**config.mk**
```make
export PLATFORM = sky130hd
export DESIGN_NAME = dwpr_controller
export DESIGN_NICKNAME = d
export VERILOG_FILES = /design/src/logic/dwpr_pkg.sv /design/src/logic/dwpr_controller.sv /design/src/logic/dwpr_refresh_timer.sv
export SDC_FILE = /design/constraint.sdc
export NUM_CORES = 1
export LEC_CHECK = 0
export BUFFER_PORTS_ARGS = -buffer_cell sky130_fd_sc_hd__buf_2
export CORE_ASPECT_RATIO = 0.8
export CORE_UTILIZATION = 55
export CTS_CLUSTER_SIZE = 30
export DETAILED_ROUTE_END_ITERATION = 10
export HOLD_SLACK_MARGIN = 0.05
export PLACE_DENSITY_LB_ADDON = 0.05
export SLEW_MARGIN = 10
export SYNTH_ARGS = -nofsm -noshare
export SYNTH_HDL_FRONTEND = slang
export SYNTH_SLANG_ARGS = --single-unit
export TNS_END_PERCENT = 100
```
**constraint.sdc**
```tcl
create_clock -name sys_clk -period 3.38 [get_ports sys_clk]
set_clock_uncertainty 0.05 [all_clocks]
set_input_delay 0.169 -clock sys_clk [delete_from_list [all_inputs] [get_ports sys_clk]]
set_output_delay 0.169 -clock sys_clk [all_outputs]
set_load 0.05 [all_outputs]
```
**src/logic/dwpr_pkg.sv**
```systemverilog
// constants for the dram write, page and refresh controller
package dwpr_pkg;
  localparam int CLK_PERIOD_NS = 10;
  // documented times in their own units
  localparam int ROW_ACTIVE_MAX_NS = 10000;
  localparam int REFRESH_INTERVAL_NS = 15600;
  localparam int POWERUP_PAUSE_NS = 100000;
  localparam int AUTO_REFRESH_PULSE_MAX_NS = 2000;
  localparam int ROW_LEAD_TIME_NS = 40;
  localparam int COLUMN_LEAD_TIME_NS = 40;
  localparam int ROW_ACCESS_TIME_NS = 120;
  localparam int ROW_PRECHARGE_TIME_NS = 100;
  localparam int COLUMN_PRECHARGE_TIME_NS = 50;
  localparam int ROW_COLUMN_DELAY_NS = 25;
  localparam int COLUMN_ACTIVE_NS = 60;
  localparam int ROW_TO_WRITE_DELAY_NS = 100;
  localparam int COLUMN_TO_WRITE_DELAY_NS = 40;
  localparam int WRITE_PULSE_NS = 25;
  // cycle counts: least times round up, longest round down
  localparam int ROW_ACTIVE_MAX_CYC = ROW_ACTIVE_MAX_NS / CLK_PERIOD_NS;
  localparam int REFRESH_INTERVAL_CYC = REFRESH_INTERVAL_NS / CLK_PERIOD_NS;
  localparam int POWERUP_PAUSE_CYC = (POWERUP_PAUSE_NS + CLK_PERIOD_NS - 1) / CLK_PERIOD_NS;
  localparam int AUTO_REFRESH_PULSE_CYC = AUTO_REFRESH_PULSE_MAX_NS / CLK_PERIOD_NS;
  localparam int ROW_LEAD_CYC = (ROW_LEAD_TIME_NS + CLK_PERIOD_NS - 1) / CLK_PERIOD_NS;
  localparam int COLUMN_LEAD_CYC = (COLUMN_LEAD_TIME_NS + CLK_PERIOD_NS - 1) / CLK_PERIOD_NS;
  localparam int ROW_ACCESS_CYC = (ROW_ACCESS_TIME_NS + CLK_PERIOD_NS - 1) / CLK_PERIOD_NS;
  localparam int ROW_PRECHARGE_CYC = (ROW_PRECHARGE_TIME_NS + CLK_PERIOD_NS - 1) / CLK_PERIOD_NS;
  localparam int COLUMN_PRECHARGE_CYC = (COLUMN_PRECHARGE_TIME_NS + CLK_PERIOD_NS - 1) / CLK_PERIOD_NS;
  localparam int ROW_COLUMN_CYC = (ROW_COLUMN_DELAY_NS + CLK_PERIOD_NS - 1) / CLK_PERIOD_NS;
  localparam int COLUMN_ACTIVE_CYC = (COLUMN_ACTIVE_NS + CLK_PERIOD_NS - 1) / CLK_PERIOD_NS;
  localparam int ROW_TO_WRITE_CYC = (ROW_TO_WRITE_DELAY_NS + CLK_PERIOD_NS - 1) / CLK_PERIOD_NS;
  localparam int COLUMN_TO_WRITE_CYC = (COLUMN_TO_WRITE_DELAY_NS + CLK_PERIOD_NS - 1) / CLK_PERIOD_NS;
  localparam int WRITE_PULSE_CYC = (WRITE_PULSE_NS + CLK_PERIOD_NS - 1) / CLK_PERIOD_NS;
  localparam int WAKE_CYCLES = 8;
  localparam int REFRESH_ROWS = 128;
  localparam int ROW_BITS = 8;
  localparam int COL_BITS = 8;
  localparam int ADDR_BITS = 8;
  localparam int TIMER_BITS = 16;
  // access kinds on the user command port
  localparam logic [1:0] OP_READ = 2'h0;
  localparam logic [1:0] OP_EARLY_WRITE = 2'h1;
  localparam logic [1:0] OP_READ_MODIFY_WRITE = 2'h2;
  localparam logic [1:0] OP_READ_WHILE_WRITE = 2'h3;
  typedef enum logic [10:0] {
    ST_POWERUP = 11'h001,
    ST_WAKE = 11'h002,
    ST_IDLE = 11'h004,
    ST_ROW = 11'h008,
    ST_COL = 11'h010,
    ST_WRITE = 11'h020,
    ST_HOLD = 11'h040,
    ST_COL_PRE = 11'h080,
    ST_ROW_PRE = 11'h100,
    ST_REFRESH = 11'h200,
    ST_PIN_REFRESH = 11'h400
  } dwpr_state_type;
endpackage : dwpr_pkg

```
**src/logic/dwpr_controller.sv**
```systemverilog
// host controller driving a 64k x 1 multiplexed-address dynamic ram
`timescale 1ns/1ps
// What this block does
// - early write asserts write on the same clock as column strobe
// - hold strobes for lead times after write
// - late write accepted within row-active limit
// - shared bus uses early writes only; the block still issues late writes for read-modify-write and read-while-write
// - read-modify-write asserts write after access time
// - read-while-write waits row/column-to-write delay
// - page mode cycles column strobe, row held
// - row strobe never active beyond 10 us
// - page starts normal, then short column cycles
// - page accesses mix freely, each timed normally
// - refresh all 128 rows every 2 ms
// - column strobe stays high during refresh
// - refresh pin low under 2 us, auto
// - auto refresh distributed, one row per interval
// - refresh ignores top row address bit
// - write high across whole read column
// - 100 us pause then eight wake cycles
module dwpr_controller import dwpr_pkg::*; #(
  parameter int POWERUP_CYC = POWERUP_PAUSE_CYC, // shorten in simulation
  parameter int INTERVAL_CYC = REFRESH_INTERVAL_CYC, // shorten in simulation
  parameter bit USE_REFRESH_PIN = 1'b0 // refresh by pin instead of row-only cycles
) (
  input wire logic sys_clk, // 100 MHz clock
  input wire logic rst_n, // asynchronous reset, active low
  input wire logic req_valid, // access request
  output logic req_ready, // request taken this clock
  input wire logic [1:0] req_op, // access kind
  input wire logic [ROW_BITS-1:0] req_row, // row address
  input wire logic [COL_BITS-1:0] req_col, // column address
  input wire logic req_data, // write data
  input wire logic req_invert, // rmw: store inverse of read bit
  input wire logic sleep_req, // hold refresh pin low for self refresh
  output logic rsp_valid, // read data valid, one clock
  output logic rsp_data, // read data
  output logic ready, // initialisation done
  output logic row_strobe_n, // row address strobe
  output logic column_strobe_n, // column address strobe
  output logic write_strobe_n, // write strobe
  output logic refresh_request_n, // refresh pin
  output logic [ADDR_BITS-1:0] mem_addr, // multiplexed address
  output logic mem_din, // data to device
  input wire logic mem_dout // data from device, floating when idle
);
  typedef struct packed {
    dwpr_state_type state;
    logic [TIMER_BITS-1:0] timer;
    logic [TIMER_BITS-1:0] row_timer;
    logic [3:0] wake;
    logic [1:0] op;
    logic [ROW_BITS-1:0] row;
    logic [COL_BITS-1:0] col;
    logic data;
    logic invert;
    logic [6:0] refresh_row;
    logic ras_n;
    logic cas_n;
    logic we_n;
    logic ref_n;
    logic [ADDR_BITS-1:0] addr;
    logic din;
    logic rsp_valid;
    logic rsp_data;
    logic ready;
    logic page_more;
  } dwpr_ctrl_type;
  dwpr_ctrl_type st_reg;
  dwpr_ctrl_type st_next;

  logic [1:0] rst_sync;
  logic rst_sync_n;
  logic dout_meta;
  logic dout_sync;
  logic refresh_due;
  logic refresh_taken;
  logic take;
  logic same_row;
  logic row_time_left;

  initial begin
    if (POWERUP_CYC < 1 || POWERUP_CYC >= (1 << TIMER_BITS)) begin
      $error("power-up pause out of range");
    end
  end

  always_ff @(posedge sys_clk or negedge rst_n) begin
    if (!rst_n) begin
      rst_sync <= 2'h0;
    end else begin
      rst_sync <= {rst_sync[0], 1'b1};
    end
  end
  assign rst_sync_n = rst_sync[1];

  // the device pin is asynchronous to our clock
  always_ff @(posedge sys_clk or negedge rst_sync_n) begin
    if (!rst_sync_n) begin
      dout_meta <= 1'b0;
      dout_sync <= 1'b0;
    end else begin
      dout_meta <= mem_dout;
      dout_sync <= dout_meta;
    end
  end

  dwpr_refresh_timer #(
    .INTERVAL_CYC(INTERVAL_CYC)
  ) u_timer (
    .sys_clk(sys_clk),
    .rst_sync_n(rst_sync_n),
    .taken(refresh_taken),
    .due(refresh_due)
  );

  // stay on the open row only if one more column cycle fits inside the row-active limit
  assign same_row = st_reg.page_more && req_valid && !refresh_due && req_row == st_reg.row;
  assign row_time_left = st_reg.row_timer <
    TIMER_BITS'(ROW_ACTIVE_MAX_CYC - ROW_PRECHARGE_CYC - 4 * ROW_ACCESS_CYC);
  assign take = st_reg.state == ST_IDLE && st_reg.ready && req_valid && !refresh_due && !sleep_req;
  assign refresh_taken = st_reg.state == ST_IDLE && st_reg.ready && refresh_due && !sleep_req;
  assign req_ready = take || (st_reg.state == ST_COL_PRE && st_reg.timer == '0 && same_row && row_time_left);

  always_comb begin
    st_next = st_reg;
    st_next.rsp_valid = 1'b0;
    if (st_reg.timer != '0) begin
      st_next.timer = st_reg.timer - 1'b1;
    end
    if (!st_reg.ras_n) begin
      st_next.row_timer = st_reg.row_timer + 1'b1;
    end else begin
      st_next.row_timer = '0;
    end
    case (st_reg.state)
      ST_POWERUP: begin
        if (st_reg.timer == '0) begin
          st_next.state = ST_WAKE;
          st_next.ras_n = 1'b0;
          st_next.timer = TIMER_BITS'(COLUMN_ACTIVE_CYC * 2);
        end
      end
      ST_WAKE: begin
        if (st_reg.timer == '0) begin
          if (!st_reg.ras_n) begin
            st_next.ras_n = 1'b1;
            st_next.timer = TIMER_BITS'(ROW_PRECHARGE_CYC);
            st_next.wake = st_reg.wake + 1'b1;
          end else if (st_reg.wake == 4'(WAKE_CYCLES)) begin
            st_next.state = ST_IDLE;
            st_next.ready = 1'b1;
          end else begin
            st_next.ras_n = 1'b0;
            st_next.timer = TIMER_BITS'(COLUMN_ACTIVE_CYC * 2);
          end
        end
      end
      ST_IDLE: begin
        st_next.ref_n = !sleep_req;
        if (refresh_taken) begin
          st_next.state = USE_REFRESH_PIN ? ST_PIN_REFRESH : ST_REFRESH;
          if (USE_REFRESH_PIN) begin
            st_next.ref_n = 1'b0;
            st_next.timer = TIMER_BITS'(ROW_ACCESS_CYC);
          end else begin
            st_next.addr = {1'b0, st_reg.refresh_row};
            st_next.timer = 16'h0001;
          end
        end else if (take) begin
          st_next.op = req_op;
          st_next.row = req_row;
          st_next.col = req_col;
          st_next.data = req_data;
          st_next.invert = req_invert;
          st_next.addr = req_row;
          st_next.state = ST_ROW;
          st_next.timer = 16'h0001;
        end
      end
      ST_ROW: begin
        if (st_reg.timer == '0) begin
          st_next.ras_n = 1'b0;
          st_next.state = ST_COL;
          st_next.timer = TIMER_BITS'(ROW_COLUMN_CYC);
        end
      end
      ST_COL: begin
        st_next.addr = st_reg.col;
        if (st_reg.timer == '0 && st_reg.cas_n) begin
          st_next.cas_n = 1'b0;
          st_next.din = st_reg.data;
          if (st_reg.op == OP_EARLY_WRITE) begin
            st_next.we_n = 1'b0;
            st_next.state = ST_HOLD;
            st_next.timer = TIMER_BITS'(COLUMN_LEAD_CYC > COLUMN_ACTIVE_CYC ?
              COLUMN_LEAD_CYC : COLUMN_ACTIVE_CYC);
          end else if (st_reg.op == OP_READ_WHILE_WRITE) begin
            st_next.state = ST_WRITE;
            st_next.timer = TIMER_BITS'(COLUMN_TO_WRITE_CYC);
          end else begin
            st_next.state = ST_WRITE;
            st_next.timer = TIMER_BITS'(COLUMN_ACTIVE_CYC + 2);
          end
        end
      end
      ST_WRITE: begin
        if (st_reg.timer == '0) begin
          // a read waits out the row access time and the two synchroniser stages on the data pin
          if (st_reg.row_timer < TIMER_BITS'(st_reg.op == OP_READ_WHILE_WRITE ?
              ROW_TO_WRITE_CYC : ROW_ACCESS_CYC + 2)) begin
            st_next.state = ST_WRITE;
          end else if (st_reg.op == OP_READ) begin
            st_next.rsp_valid = 1'b1;
            st_next.rsp_data = dout_sync;
            st_next.state = ST_HOLD;
          end else begin
            // late write edge; data in is taken on this falling edge
            st_next.rsp_valid = st_reg.op == OP_READ_MODIFY_WRITE;
            st_next.rsp_data = dout_sync;
            st_next.din = st_reg.op == OP_READ_MODIFY_WRITE ?
              (dout_sync ^ st_reg.invert) : st_reg.data;
            st_next.state = ST_HOLD;
          end
          if (st_next.state == ST_HOLD && st_reg.op != OP_READ) begin
            st_next.we_n = 1'b0;
            st_next.timer = TIMER_BITS'(COLUMN_LEAD_CYC > WRITE_PULSE_CYC ?
              COLUMN_LEAD_CYC : WRITE_PULSE_CYC);
          end
        end
      end
      ST_HOLD: begin
        if (st_reg.timer == '0) begin
          st_next.cas_n = 1'b1;
          st_next.we_n = 1'b1;
          st_next.state = ST_COL_PRE;
          st_next.page_more = 1'b1;
          st_next.timer = TIMER_BITS'(COLUMN_PRECHARGE_CYC);
        end
      end
      ST_COL_PRE: begin
        if (st_reg.timer == '0) begin
          if (same_row && row_time_left) begin
            st_next.op = req_op;
            st_next.col = req_col;
            st_next.data = req_data;
            st_next.invert = req_invert;
            st_next.state = ST_COL;
          end else begin
            st_next.ras_n = 1'b1;
            st_next.page_more = 1'b0;
            st_next.state = ST_ROW_PRE;
            st_next.timer = TIMER_BITS'(ROW_PRECHARGE_CYC);
          end
        end
      end
      ST_REFRESH: begin
        if (st_reg.timer == '0) begin
          if (st_reg.ras_n) begin
            st_next.ras_n = 1'b0;
            st_next.timer = TIMER_BITS'(ROW_ACCESS_CYC);
          end else begin
            st_next.ras_n = 1'b1;
            st_next.refresh_row = st_reg.refresh_row + 1'b1;
            st_next.state = ST_ROW_PRE;
            st_next.timer = TIMER_BITS'(ROW_PRECHARGE_CYC);
          end
        end
      end
      ST_PIN_REFRESH: begin
        if (st_reg.timer == '0) begin
          st_next.ref_n = 1'b1;
          st_next.state = ST_ROW_PRE;
          st_next.timer = TIMER_BITS'(ROW_PRECHARGE_CYC);
        end
      end
      ST_ROW_PRE: begin
        if (st_reg.timer == '0) begin
          st_next.state = ST_IDLE;
        end
      end
      default: begin
        st_next.state = ST_IDLE;
      end
    endcase
  end

  always_ff @(posedge sys_clk or negedge rst_sync_n) begin
    if (!rst_sync_n) begin
      st_reg <= '{state: ST_POWERUP, timer: TIMER_BITS'(POWERUP_CYC), row_timer: '0, wake: '0,
        op: OP_READ, row: '0, col: '0, data: 1'b0, invert: 1'b0, refresh_row: '0,
        ras_n: 1'b1, cas_n: 1'b1, we_n: 1'b1, ref_n: 1'b1, addr: '0, din: 1'b0,
        rsp_valid: 1'b0, rsp_data: 1'b0, ready: 1'b0, page_more: 1'b0};
    end else begin
      st_reg <= st_next;
    end
  end

  assign row_strobe_n = st_reg.ras_n;
  assign column_strobe_n = st_reg.cas_n;
  assign write_strobe_n = st_reg.we_n;
  assign refresh_request_n = st_reg.ref_n;
  assign mem_addr = st_reg.addr;
  assign mem_din = st_reg.din;
  assign rsp_valid = st_reg.rsp_valid;
  assign rsp_data = st_reg.rsp_data;
  assign ready = st_reg.ready;
endmodule : dwpr_controller

```
**src/logic/dwpr_refresh_timer.sv**
```systemverilog
// refresh pacing timer: one request per interval, held until taken
`timescale 1ns/1ps
module dwpr_refresh_timer import dwpr_pkg::*; #(
  parameter int INTERVAL_CYC = REFRESH_INTERVAL_CYC
) (
  input wire logic sys_clk, // system clock
  input wire logic rst_sync_n, // synchronised reset, active low
  input wire logic taken, // refresh cycle started this clock
  output logic due // a row refresh is owed
);
  typedef struct packed {
    logic [TIMER_BITS-1:0] count;
    logic due;
  } dwpr_timer_type;
  dwpr_timer_type st_reg;
  dwpr_timer_type st_next;

  initial begin
    if (INTERVAL_CYC < 2 || INTERVAL_CYC >= (1 << TIMER_BITS)) begin
      $error("refresh interval out of range");
    end
  end

  always_comb begin
    st_next = st_reg;
    // the request sets even in the cycle it is taken, so no interval is lost
    if (taken) begin
      st_next.due = 1'b0;
    end
    if (st_reg.count == TIMER_BITS'(INTERVAL_CYC - 1)) begin
      st_next.count = '0;
      st_next.due = 1'b1;
    end else begin
      st_next.count = st_reg.count + 1'b1;
    end
  end

  always_ff @(posedge sys_clk or negedge rst_sync_n) begin
    if (!rst_sync_n) begin
      st_reg <= '0;
    end else begin
      st_reg <= st_next;
    end
  end

  assign due = st_reg.due;
endmodule : dwpr_refresh_timer

```
### Word-level counts from Yosys, hierarchy flattened

Index checks and enable logic that the tools add are counted.

| operators by class | value |
|---|---|
| $add $sub $neg | 5 |
| multipliers | 0 |
| div/mod/pow operators | 0 |
| magnitude comparators | 2 |
| eq/ne operators | 41 |
| shifts and indexed selects | 0 |
| muxes and demuxes | 74 |
| bitwise operators | 4 |
| reductions and logical operators | 46 |

Operators with widths:

| operator | count |
|---|---|
| $mux 27 | 12 |
| $pmux 16 s10 | 1 |
| $pmux 11 s11 | 1 |
| $mux 16 | 7 |
| $mux 11 | 6 |
| $mux 20 | 2 |
| $ne 2x2->1 const B | 19 |
| $add 16x1->16 const B | 2 |
| $eq 11x7->1 const B | 2 |
| $mux 10 | 2 |
| $pmux 10 s2 | 1 |
| $mux 1 | 19 |
| $eq 16x11->1 const B | 1 |
| $logic_not 16->1 | 1 |
| $lt 16x10->1 const B | 1 |
| $lt 16x4->1 | 1 |
| $mux 8 | 2 |
| $pmux 8 s2 | 1 |
| $reduce_bool 16->1 | 1 |
| $reduce_bool 2->1 | 8 |
| $sub 16x1->16 const B | 1 |
| $logic_and 1x1->1 | 15 |
| $reduce_and 3->1 | 5 |
| $reduce_and 14->1 | 1 |
| other kinds (39) | 60 |

| storage, ports and cells | value |
|---|---|
| register bits | 112 |
| bits in latches | 0 |
| RAM bits | 0 |
| ROM bits | 0 |
| output and inout port bits | 17 |
| memories kept | 0 |

### Logic depth before layout (Yosys ltp)

Gate-level depths: netlist of run 1.

| depth | value |
|---|---|
| depth after elaboration | 11 |
| mapped depth | 10 |
| mapped depth without buffers | 9 |

### Modules after synthesis

From an unflattened synthesis of run 1, not the netlist that was laid out.

| second synthesis, totals | value |
|---|---|
| cells, all modules | 627 |
| area, all modules | 6077.1 µm² |

Modules (own cells, without submodules):

| module | times used | cells an instance | area each (µm²) | seq. area each (µm²) |
|---|---|---|---|---|
| dwpr_controller | 1 | 558 | 5277.6 | 2364.8 |
| dwpr_refresh_timer | 1 | 69 | 799.5 | 425.4 |

### Worst setup path before layout of run 1

No wires, ideal clock.

| path | value |
|---|---|
| path type | register -> output |
| start | register st_reg[80] in the netlist's numbering |
| end | output req_ready |
| data arrival time | 2.888 ns |
| slack | 0.273 ns |
| stages on the path, launching flop included | 6 |
| cells stage by stage | dfstp_2 -> buf_2 -> nor4_2 -> nand4_1 -> or2_2 -> o21ai_0 |

| between the ends | value |
|---|---|
| cells in the longest elaborated chain, start to end | 6 |
| elaborated cells between the ends (all ways) | 10 |
| those cells by class | eq/ne: 2; reduce/logical: 8 |

RTL lines:

| element | RTL line | RTL |
|---|---|---|
| start, declared | dwpr_controller.sv:69 | `dwpr_ctrl_type st_reg;` |
| start signal, assigned | dwpr_controller.sv:290 | `st_reg <= '{state: ST_POWERUP, timer: TIMER_BITS'(POWERUP_CYC), row_timer: '0, wake: '0,` |
| start signal, assigned | dwpr_controller.sv:295 | `st_reg <= st_next;` |
| $eq 11x3->1 | dwpr_controller.sv:121 | `assign take = st_reg.state == ST_IDLE && st_reg.ready && req_valid && !refresh_due && !sleep_req;` |
| $logic_and 1x1->1 (4 in series) | dwpr_controller.sv:121 |  |
| $logic_or 1x1->1 (*) | dwpr_controller.sv:123 | `assign req_ready = take \|\| (st_reg.state == ST_COL_PRE && st_reg.timer == '0 && same_row && row_time_left);` |
| end, declared | dwpr_controller.sv:29 | `output logic req_ready,` |

Every way passes the cells marked *; elsewhere a longest branch is shown, timed or not.

### Worst setup path in the final report of run 1

| path | value |
|---|---|
| start | register st_reg[62] in the netlist's numbering |
| end | output req_ready |

| between the ends | value |
|---|---|
| cells in the longest elaborated chain, start to end | 3 |

RTL lines:

| element | RTL line | RTL |
|---|---|---|
| $lt 16x10->1 | dwpr_controller.sv:119 | `assign row_time_left = st_reg.row_timer <` |
| $logic_and 1x1->1 | dwpr_controller.sv:123 |  |
| $logic_or 1x1->1 | dwpr_controller.sv:123 |  |

No other way between the ends.

==> metrics.cfg, run 1 <==
[status]
status=finished clean

[global_routing]
overflow=0
grt_max_degree=58
grt_pass1_wl_um=24360
grt_pass1_vias=4817
antenna_found_initial=0
track_usage_pct=27.89

[critical_path]
crit_type=register to output port
reg2reg_to=st_reg[79]
critPathMaxStageDelay_ps=610
arrival_ps=2820
cpMaxStageDelayCell=or4_1
r2r_slack_ps=420
crit_required_ps=3160
end_kind=output port
path_cells=nor4_1 -> nand4_1 -> or4_1 -> or2_2 -> o21ai_0 -> buf_2
ff2ff_path_depth=9
crit_path_start_kind=register
critPathMaxFanout=4
r2r_start=st_reg[64]

[power]
intPower_uw=1922
p_clk_share_pct=42.7
power_switching_uw=550.2
share_seq_of_total_power_pct=54.4
p_per_area_nw_per_um2=358.9
sw_frac_of_total_pct=22.26
p_comb_share_pct=2.9
p_total_uw=2472
p_leak_uw=0.003075
peakVddDrop_uv=329.9

[synthesis]
ys_types=69
syn_avg_cell_area_um2=9.487
synth_warnings=0
yosysTopAreaCellShare_pct=42.02
syn_area_um2=6015
synth.most_common_cell=dfrtp_1
ys_seq_area_share_pct=46.39
synth-edff-count=0
syn_nets=668
async_flop_share_pct=100.0
synth_common_cells=dfrtp_1 (101), nand2_1 (77), nor2_1 (60), o21ai_0 (39), a21oi_1 (38)
synth_top_area_cell=dfrtp_1
synth_flop_cell=dfrtp_1
ys_ff_latch=111
syn_inst=634
ys_top_cells_by_area=dfrtp_1 (42%), nand2_1 (4.8%), xnor2_1 (4.8%), dfstp_2 (4.4%), nor2_1 (3.7%)

[timing]
slew-limit-headroom_pct=49.61
finalSetupViolations=0
period_minus_slack_ps=3041
rsz0062_at_grt=no
post-route-period-util_pct=89.96
max_freq_mhz=328.9
fin_setup_tns_ps=0
worst_slack_ps=339.4
drv_slew=0
worstMarginPinSlew_ps=755.9
hold_viol_final=0

[cts]
cts_resized=0
cts_root_buf=clkbuf_16
clk_pin_slew_worst_paths_ps=70
numCtsBuffers=9
clock_latency_ps=350
cts_tree=yes
htree_levels=3
cts_sinks=111
cts_buffer_depth=2

[placement]
place_congestion=0.9227
pre_cts_slack_ps=488.0
portBuffers=41
hpwl_um=10660
place_area_um2=6372

[job]
max_cap_violations=0

[routing]
vias_per_cell=5.995
vias=5012
drc_errors=0
firstDrtPassIters=5
first_iter_violations=308
wirelength_um=14660
wire_per_inst_um=17.54
antenna_left=0

[final_layout]
syn_to_final_growth_pct=14.50
n_antenna_cell=0
nNetsFinal=725
post_route_cells_drive_above_1_share_pct=15.80
fin_util_pct=65.92
final_area_um2=6887
largest_register_ffs=74

[floorplanning]
ioPinCount=42
num_rows=33
die_h_um=95.54
die-area_um2=11360
die_w_um=118.9
start_util_pct=57.58
core-area_um2=10450

[hold_path]
min_from=req_row[2]
min_path_cells=2
min_path_type=input port to register
hold_path_end=st_reg[36]

-- worst max-delay path by stage --
stage	slack, ps	from	end	depth (start not counted)
4_1_cts	300	st_reg[62]	req_ready	6
3_5_place_dp	490	st_reg[64]	st_reg[66]	8
5_1_grt	160	st_reg[64]	st_reg[76]	9
2_1_floorplan	30	rst_sync[1]	dout_meta	0
3_3_place_gp	540	st_reg[87]	st_reg[66]	6
6_report	340	st_reg[62]	req_ready	6
-- cell families (layout without fill, tap and decap cells) --
logic type      Yosys count  in the layout  synth area share, %
simple gates            276            276                24.32
compound gates          119            119                12.32
flops                   111            111                46.39
xor+xnor                 58             58                8.446
buf+inv                  41            103                3.224
mux                      19             19                3.370
fa+ha+maj                 9              9                1.872
other cells               1              1              0.06235
-- metal layers --
metal  track usage (%)  share of wire (%)  vias up
met5                 0                  0        -
met4             9.283                1.8        0
met3             5.502                5.5       24
met2             45.22                 47      156
met1             37.89                 46     2448
li1                  -                  -     2384
-- through the flow --
stage                     hold WS, ps  instances
after floorplan                -176.6        634
after global placement         -97.32        799
after detailed placement       -93.29        799
after CTS                       59.46        836
after global routing            65.77        836
final                           67.90        836
-- cell type report --
type	instances	area, um2
Fill cell	852	3560
Inverter	10	37.54
Multi-Input combinational cell	482	3035
Clock buffer	11	252.7
Sequential cell	111	2794
Timing Repair Buffer	77	540.5
Tap cell	140	175.2
Clock inverter	5	51.30
-- timing repair --
action,CTS,global route
hold buffers,21,0
setup buffers,0,0
endpoints found under the hold margin,22,0
-- power by group through the flow --
stage	clock network (uW)	logic, uW	registers (uW)
after floorplan	0	13.4	1380
after CTS	1090	72.1	1350
after global routing	1130	78.8	1350
after global placement	0	52.6	1370
final	1060	70.6	1350
after detailed placement	0	53.6	1370
-- placed cells by master, fill, tap and decap left out, drive strengths merged, types with 5 or more instances in the layout --
| master | instances |
|---|---|
| dfrtp | 101 |
| nand2 | 77 |
| nor2 | 61 |
| buf | 56 |
| o21ai | 39 |
| a21oi | 38 |
| xnor2 | 33 |
| xor2 | 25 |
| dlygate4sd3 | 21 |
| nand3 | 19 |
| nand4 | 19 |
| nor4 | 16 |
| nor3 | 15 |
| inv | 11 |
| clkbuf | 11 |
| mux2 | 10 |
| dfstp | 10 |
| mux2i | 9 |
| ha | 9 |
| and3 | 9 |
| or4 | 9 |
| or3 | 9 |
| nor4b | 7 |
| nor2b | 6 |
| o211ai | 5 |
-- critical path: cells and delay by family, from the launching register on --
family / cells / cell delay (ps)
AND/OR/NAND/NOR: 4 / 1650
flip-flops: 1 / 400
buffers and inverters: 1 / 280
AO/OA/AOI/OAI: 1 / 140
Note: power is estimated with default switching activity, not from simulation.
==> inputs of run 2 (changes only) <==
Settings changed: GPL_TIMING_DRIVEN set to 0.
==> run 2 against run 1 <==
Compared with the run above: via count rose by 1.7%; routed wire length fell by 0.31%; total power rose by 5.3%; global-route usage down 0.32 points; clock power increased by 12%; critical path depth increased by 2; final cell count grew 1.9%; highest routed layer unchanged; die area unchanged; hold slack worse by 16 ps.
==> metrics.cfg, run 2 (synthesis gave the netlist of run 1 again) <==
[status]
status=finished clean

[critical_path]
ff2ff_path_depth=8  ; -1
cp_common_cell=buf_2
end_kind=register
critPathMaxStageDelay_ps=830  ; +220 ps
critPathMaxFanout=10  ; +6
cpMaxStageDelayCell=nor4b_1
path_cells=buf_2 -> nor4b_1 -> nand3_1 -> or4_1 -> o211ai_1 -> nor4_1 -> buf_2 -> a21oi_1
crit_required_ps=3600  ; +440 ps
arrival_ps=3410  ; +590 ps
crit_path_start_kind=register
crit_type=register to register

[floorplanning]
start_util_pct=57.58  ; unchanged
die_h_um=95.54  ; unchanged
core-area_um2=10450  ; unchanged
ioPinCount=42  ; unchanged
die-area_um2=11360  ; unchanged
num_rows=33  ; unchanged
die_w_um=118.9  ; unchanged

[cts]
post_cts_buffers=0  ; unchanged
clk_pin_slew_worst_paths_ps=80  ; about the same
cts_root_buf=clkbuf_16
cts_sinks=111  ; unchanged
htree_levels=3  ; unchanged
clock_latency_ps=360  ; about the same
cts_buffer_depth=2  ; unchanged
numCtsBuffers=9  ; unchanged
cts_tree=yes

[routing]
wl_met1_um=6743  ; +0.54%
met3_length_um=1048  ; +29%
firstDrtPassIters=5  ; unchanged
antenna_left=0  ; unchanged
first_iter_violations=462  ; +50%
top_layer=met4
wl_met2_um=6609  ; -4.0%
wirelength_um=14620  ; -0.31%
vias_per_cell=5.981  ; -0.23%
drc_errors=0  ; unchanged
vias=5096  ; +1.7%
wire_per_inst_um=17.15  ; -2.2%

[power]
p_clk_share_pct=45.6  ; +2.9 points
share_seq_of_total_power_pct=51.7  ; -2.7 points
power_switching_uw=571.9  ; +3.9%
p_leak_uw=0.003118  ; +1.4%
p_per_area_nw_per_um2=372.9  ; +3.9%
intPower_uw=2032  ; +5.7%
sw_frac_of_total_pct=21.96  ; -0.30 points
p_comb_share_pct=2.7  ; -0.2 points
peakVddDrop_uv=250.9  ; -24%

[timing]
post-route-period-util_pct=94.20  ; +4.2 points
period_minus_slack_ps=3184  ; +143.4 ps
worst_slack_ps=196.0  ; -143.4 ps
hold_viol_final=0  ; unchanged
worstMarginPinSlew_ps=1156  ; +400.6 ps
fin_setup_tns_ps=0  ; unchanged
slew-limit-headroom_pct=22.19  ; -27 points
max_freq_mhz=314.1  ; -4.5%
drv_slew=0  ; unchanged
rsz0062_at_grt=no
finalSetupViolations=0  ; unchanged

[global_routing]
track_usage_pct=27.56  ; -0.32 points
antenna_found_initial=0  ; unchanged
grt_pass1_vias=4819  ; +0.042%
overflow=0  ; unchanged
grt_pass1_wl_um=24290  ; -0.28%
grt_max_degree=64  ; +10%

[final_layout]
post_route_cells_drive_above_1_share_pct=15.59  ; -0.21 points
layout_commonest_cell=dfrtp_1
nNetsFinal=741  ; +2.2%
n_antenna_cell=0  ; unchanged
fin_util_pct=66.85  ; +0.92 points
final_cell_mix=dfrtp_1 (100), nand2_1 (77), nor2_1 (60)
syn_to_final_growth_pct=16.10
largest_register_ffs=74  ; unchanged

[placement]
place_congestion=0.9159  ; -0.74%
hpwl_um=10400  ; -2.4%
portBuffers=41  ; unchanged
pre_cts_slack_ps=95.82  ; -392.2 ps

[hold_path]
min_path_type=input port to register
min_path_cells=2  ; unchanged

[job]
max_cap_violations=0  ; unchanged

[run 2: layout make-up]
cell class	count	area (um2)
Fill cell	841	3463
Clock inverter	6	98.84
Inverter	10	37.54
Multi-Input combinational cell	482	3058
Tap cell	140	175.2
Buffer	31	157.7
Timing Repair Buffer	62	432.9
Sequential cell	111	2794
Clock buffer	10	229.0
[run 2: layer usage]
| layer | GRT usage [%] | vias to the layer above |
|---|---|---|
| li1 | - | 2412 |
| met1 | 37.62 | 2483 |
| met2 | 43.08 | 173 |
| met3 | 8.074 | 28 |
| met4 | 7.384 | 0 |
| met5 | 0 | - |
[run 2: path summary, 6_finish.rpt]
check | slack [ps] | startpoint | to
setup / recovery | 200 | st_reg[87] | st_reg[71]
hold / removal | 50 | req_row[7] | st_reg[41]
setup reg to reg | 200 | st_reg[87] | st_reg[71]
hold reg to reg | 300 | dout_meta | dout_sync
max in group asynchronous | 2120 | rst_sync[1] | row_strobe_n
min in group asynchronous | 70 | rst_n | rst_sync[1]
[run 2: worst max-delay path, delay by kind of cell (launching register included)]
family | cells | cell delay (ps)
DFF | 1 | 380
AOI/OAI and AO/OA | 2 | 420
and+or+nand+nor | 4 | 1860
buffers and inverters | 2 | 400
[run 2: power by group through the flow]
| stage | clock network (uW) | registers [uW] | logic [uW] |
|---|---|---|---|
| 2_1_floorplan | 0 | 1380 | 13.4 |
| 3_3_place_gp | 0 | 1380 | 37.7 |
| 3_5_place_dp | 0 | 1370 | 53.2 |
| 4_1_cts | 1210 | 1350 | 71.3 |
| 5_1_grt | 1260 | 1350 | 77.2 |
| 6_report | 1190 | 1350 | 70.1 |
[run 2: repair_timing]
item | CTS | global route
setup endpoints to repair | 0 | 20
hold buffers | 20 | 0
hold endpoints to repair | 21 | 0
gates resized for setup | 0 | 6
[run 2: stage by stage]
stage / hold WS [ps] / cells / total power [uW] / area [um2]
finish: 51.71 / 852 / 2604 / 6983
CTS: 52.32 / 852 / 2626 / 6954
global placement: -96.16 / 815 / 1421 / 6395
floorplan: -176.6 / 634 / 1392 / 6015
detailed placement: -94.67 / 816 / 1426 / 6426
global route: 51.73 / 852 / 2687 / 6983
==> inputs of run 3 (changes only) <==
Settings changed: RECOVER_POWER set to 50, SLEW_MARGIN 10 to unset.
==> run 3 against run 2 <==
Compared with the run above: the run now ends with capacitance limit, slew limit left; routed wire length barely moved; worst setup slack improved by 9.6 ps; sequential power barely moved.
==> metrics.cfg, run 3 (synthesis gave the netlist of run 1 again) <==
[placement]
place_congestion=0.9159  ; unchanged
portBuffers=41  ; unchanged
place_area_um2=6426  ; unchanged
hpwl_um=10400  ; unchanged

[cts]
clk_pin_slew_worst_paths_ps=80  ; about the same
cts_root_buf=clkbuf_16
numCtsBuffers=9  ; unchanged
clock_latency_ps=360  ; about the same
cts_buffer_depth=2  ; unchanged
cts_tree=yes
cts_sinks=111  ; unchanged
post_cts_buffers=0  ; unchanged
htree_levels=3  ; unchanged

[routing]
first_iter_violations=430  ; -6.9%
wire_per_inst_um=17.14  ; about the same
vias_per_cell=5.938  ; -0.73%
drc_errors=0  ; unchanged
firstDrtPassIters=5  ; unchanged
vias=5059  ; -0.73%
wirelength_um=14600  ; about the same
antenna_left=0  ; unchanged

[power]
p_total_uw=2599  ; -0.18%
p_leak_uw=0.003064  ; -1.7%
peakVddDrop_uv=250.1  ; -0.35%
p_per_area_nw_per_um2=373.4  ; +0.13%

[timing]
worstMarginPinSlew_ps=2488  ; +1331 ps
slew-limit-headroom_pct=-65.85  ; -88 points
max_freq_mhz=315.0  ; +0.30%
drv_slew=63  ; +63
period_minus_slack_ps=3174  ; -9.645 ps
hold_viol_final=0  ; unchanged
finalSetupViolations=0  ; unchanged
rsz0062_at_grt=no
holdWs_ps=52.07  ; +0.3615 ps
post-route-period-util_pct=93.91  ; -0.29 points

[final_layout]
final_area_um2=6962  ; -0.30%
syn_to_final_growth_pct=15.75
largest_register_ffs=74  ; unchanged
n_antenna_cell=0  ; unchanged
final_cell_mix=dfrtp_1 (101), nand2_1 (77), nor2_1 (60)
nNetsFinal=741  ; unchanged
post_route_cells_drive_above_1_share_pct=13.48  ; -2.1 points
fill_cells=851  ; +1.2%
layout_commonest_cell=dfrtp_1

[critical_path]
critPathMaxStageDelay_ps=820  ; about the same
crit_type=register to register
cp.buffers_inverters=2  ; unchanged
cp_common_cell=buf_2
crit_required_ps=3600  ; about the same
cpMaxStageDelayCell=nor4b_1
path_cells=buf_2 -> nor4b_1 -> nand3_1 -> or4_1 -> o211ai_1 -> nor4_1 -> buf_2 -> a21oi_1
critPathTopFamily=simple AND/OR/NAND/NOR gates
arrival_ps=3400  ; about the same
end_kind=register
critPathMaxFanout=10  ; unchanged
crit_path_start_kind=register

[floorplanning]
start_util_pct=57.58  ; unchanged
core-area_um2=10450  ; unchanged
ioPinCount=42  ; unchanged
die_h_um=95.54  ; unchanged
die-area_um2=11360  ; unchanged
num_rows=33  ; unchanged
die_w_um=118.9  ; unchanged

[global_routing]
grt_pass1_vias=4819  ; unchanged
antenna_found_initial=0  ; unchanged
overflow=0  ; unchanged
grt_max_degree=64  ; unchanged
track_usage_pct=27.56  ; unchanged
grt_pass1_wl_um=24290  ; unchanged

[hold_path]
min_path_type=input port to register

[status]
violations=capacitance limit, slew limit
status=finished with violations

[job]
max_cap_violations=1  ; +1

run 3: metal layers:
layer	track usage, %	wire (um)
met1	37.62	6545
met5	0	0
met4	7.384	221
met3	8.074	1182
met2	43.08	6651
run 3: worst register-to-register path, stage by stage (launching register included):
cell and delay, ps:
dfrtp_1 380, buf_2 180, nor4b_1 820, nand3_1 240, or4_1 630, o211ai_1 240
nor4_1 150, buf_2 220, a21oi_1 180
run 3: timing repair:
item                                    CTS  global route
hold buffers                             20             0
gates resized for setup                   0             6
hold endpoints to repair                 21             0
endpoints found under the setup margin    0            20
run 3: cell type report:
type | instances | area (um2) | share of cell area [%]
Buffer | 31 | 157.7 | 2.265
Clock buffer | 10 | 229.0 | 3.289
Clock inverter | 6 | 98.84 | 1.420
Inverter | 10 | 37.54 | 0.5392
Multi-Input combinational cell | 482 | 3058 | 43.93
Sequential cell | 111 | 2790 | 40.08
Tap cell | 140 | 175.2 | 2.516
Timing Repair Buffer | 62 | 415.4 | 5.967
run 3: final timing paths:
| check | from | to | slack, ps | cells past startpoint |
|---|---|---|---|---|
| worst max-delay path | st_reg[87] | st_reg[71] | 210 | 8 |
| worst min-delay path | req_row[7] | st_reg[41] | 50 | 2 |
| worst min register to register | dout_meta | dout_sync | 300 | 0 |
| max in group asynchronous | rst_sync[1] | st_reg[71] | 850 | 0 |
| worst max register to register | st_reg[87] | st_reg[71] | 210 | 8 |
| min in group asynchronous | rst_n | rst_sync[1] | 70 | 2 |
run 3: per-stage QoR:
step                std cells  setup WS, ps  utilization [%]  TNS (ps)
floorplan                 634         26.29                -         0
global placement          815         -1230            61.22   -121640
detailed placement        816         95.82            61.52         0
CTS                       852         47.04            66.57         0
global route              852         17.04            66.64         0
finish                    852         205.7            66.64         0
run 3: report_power, final:
part           total (uW)  internal, uW  switching [uW]
Sequential           1350          1330            14.9
Clock                1180           664             520
Combinational        70.3          37.0            33.2
Total                2600          2030             568
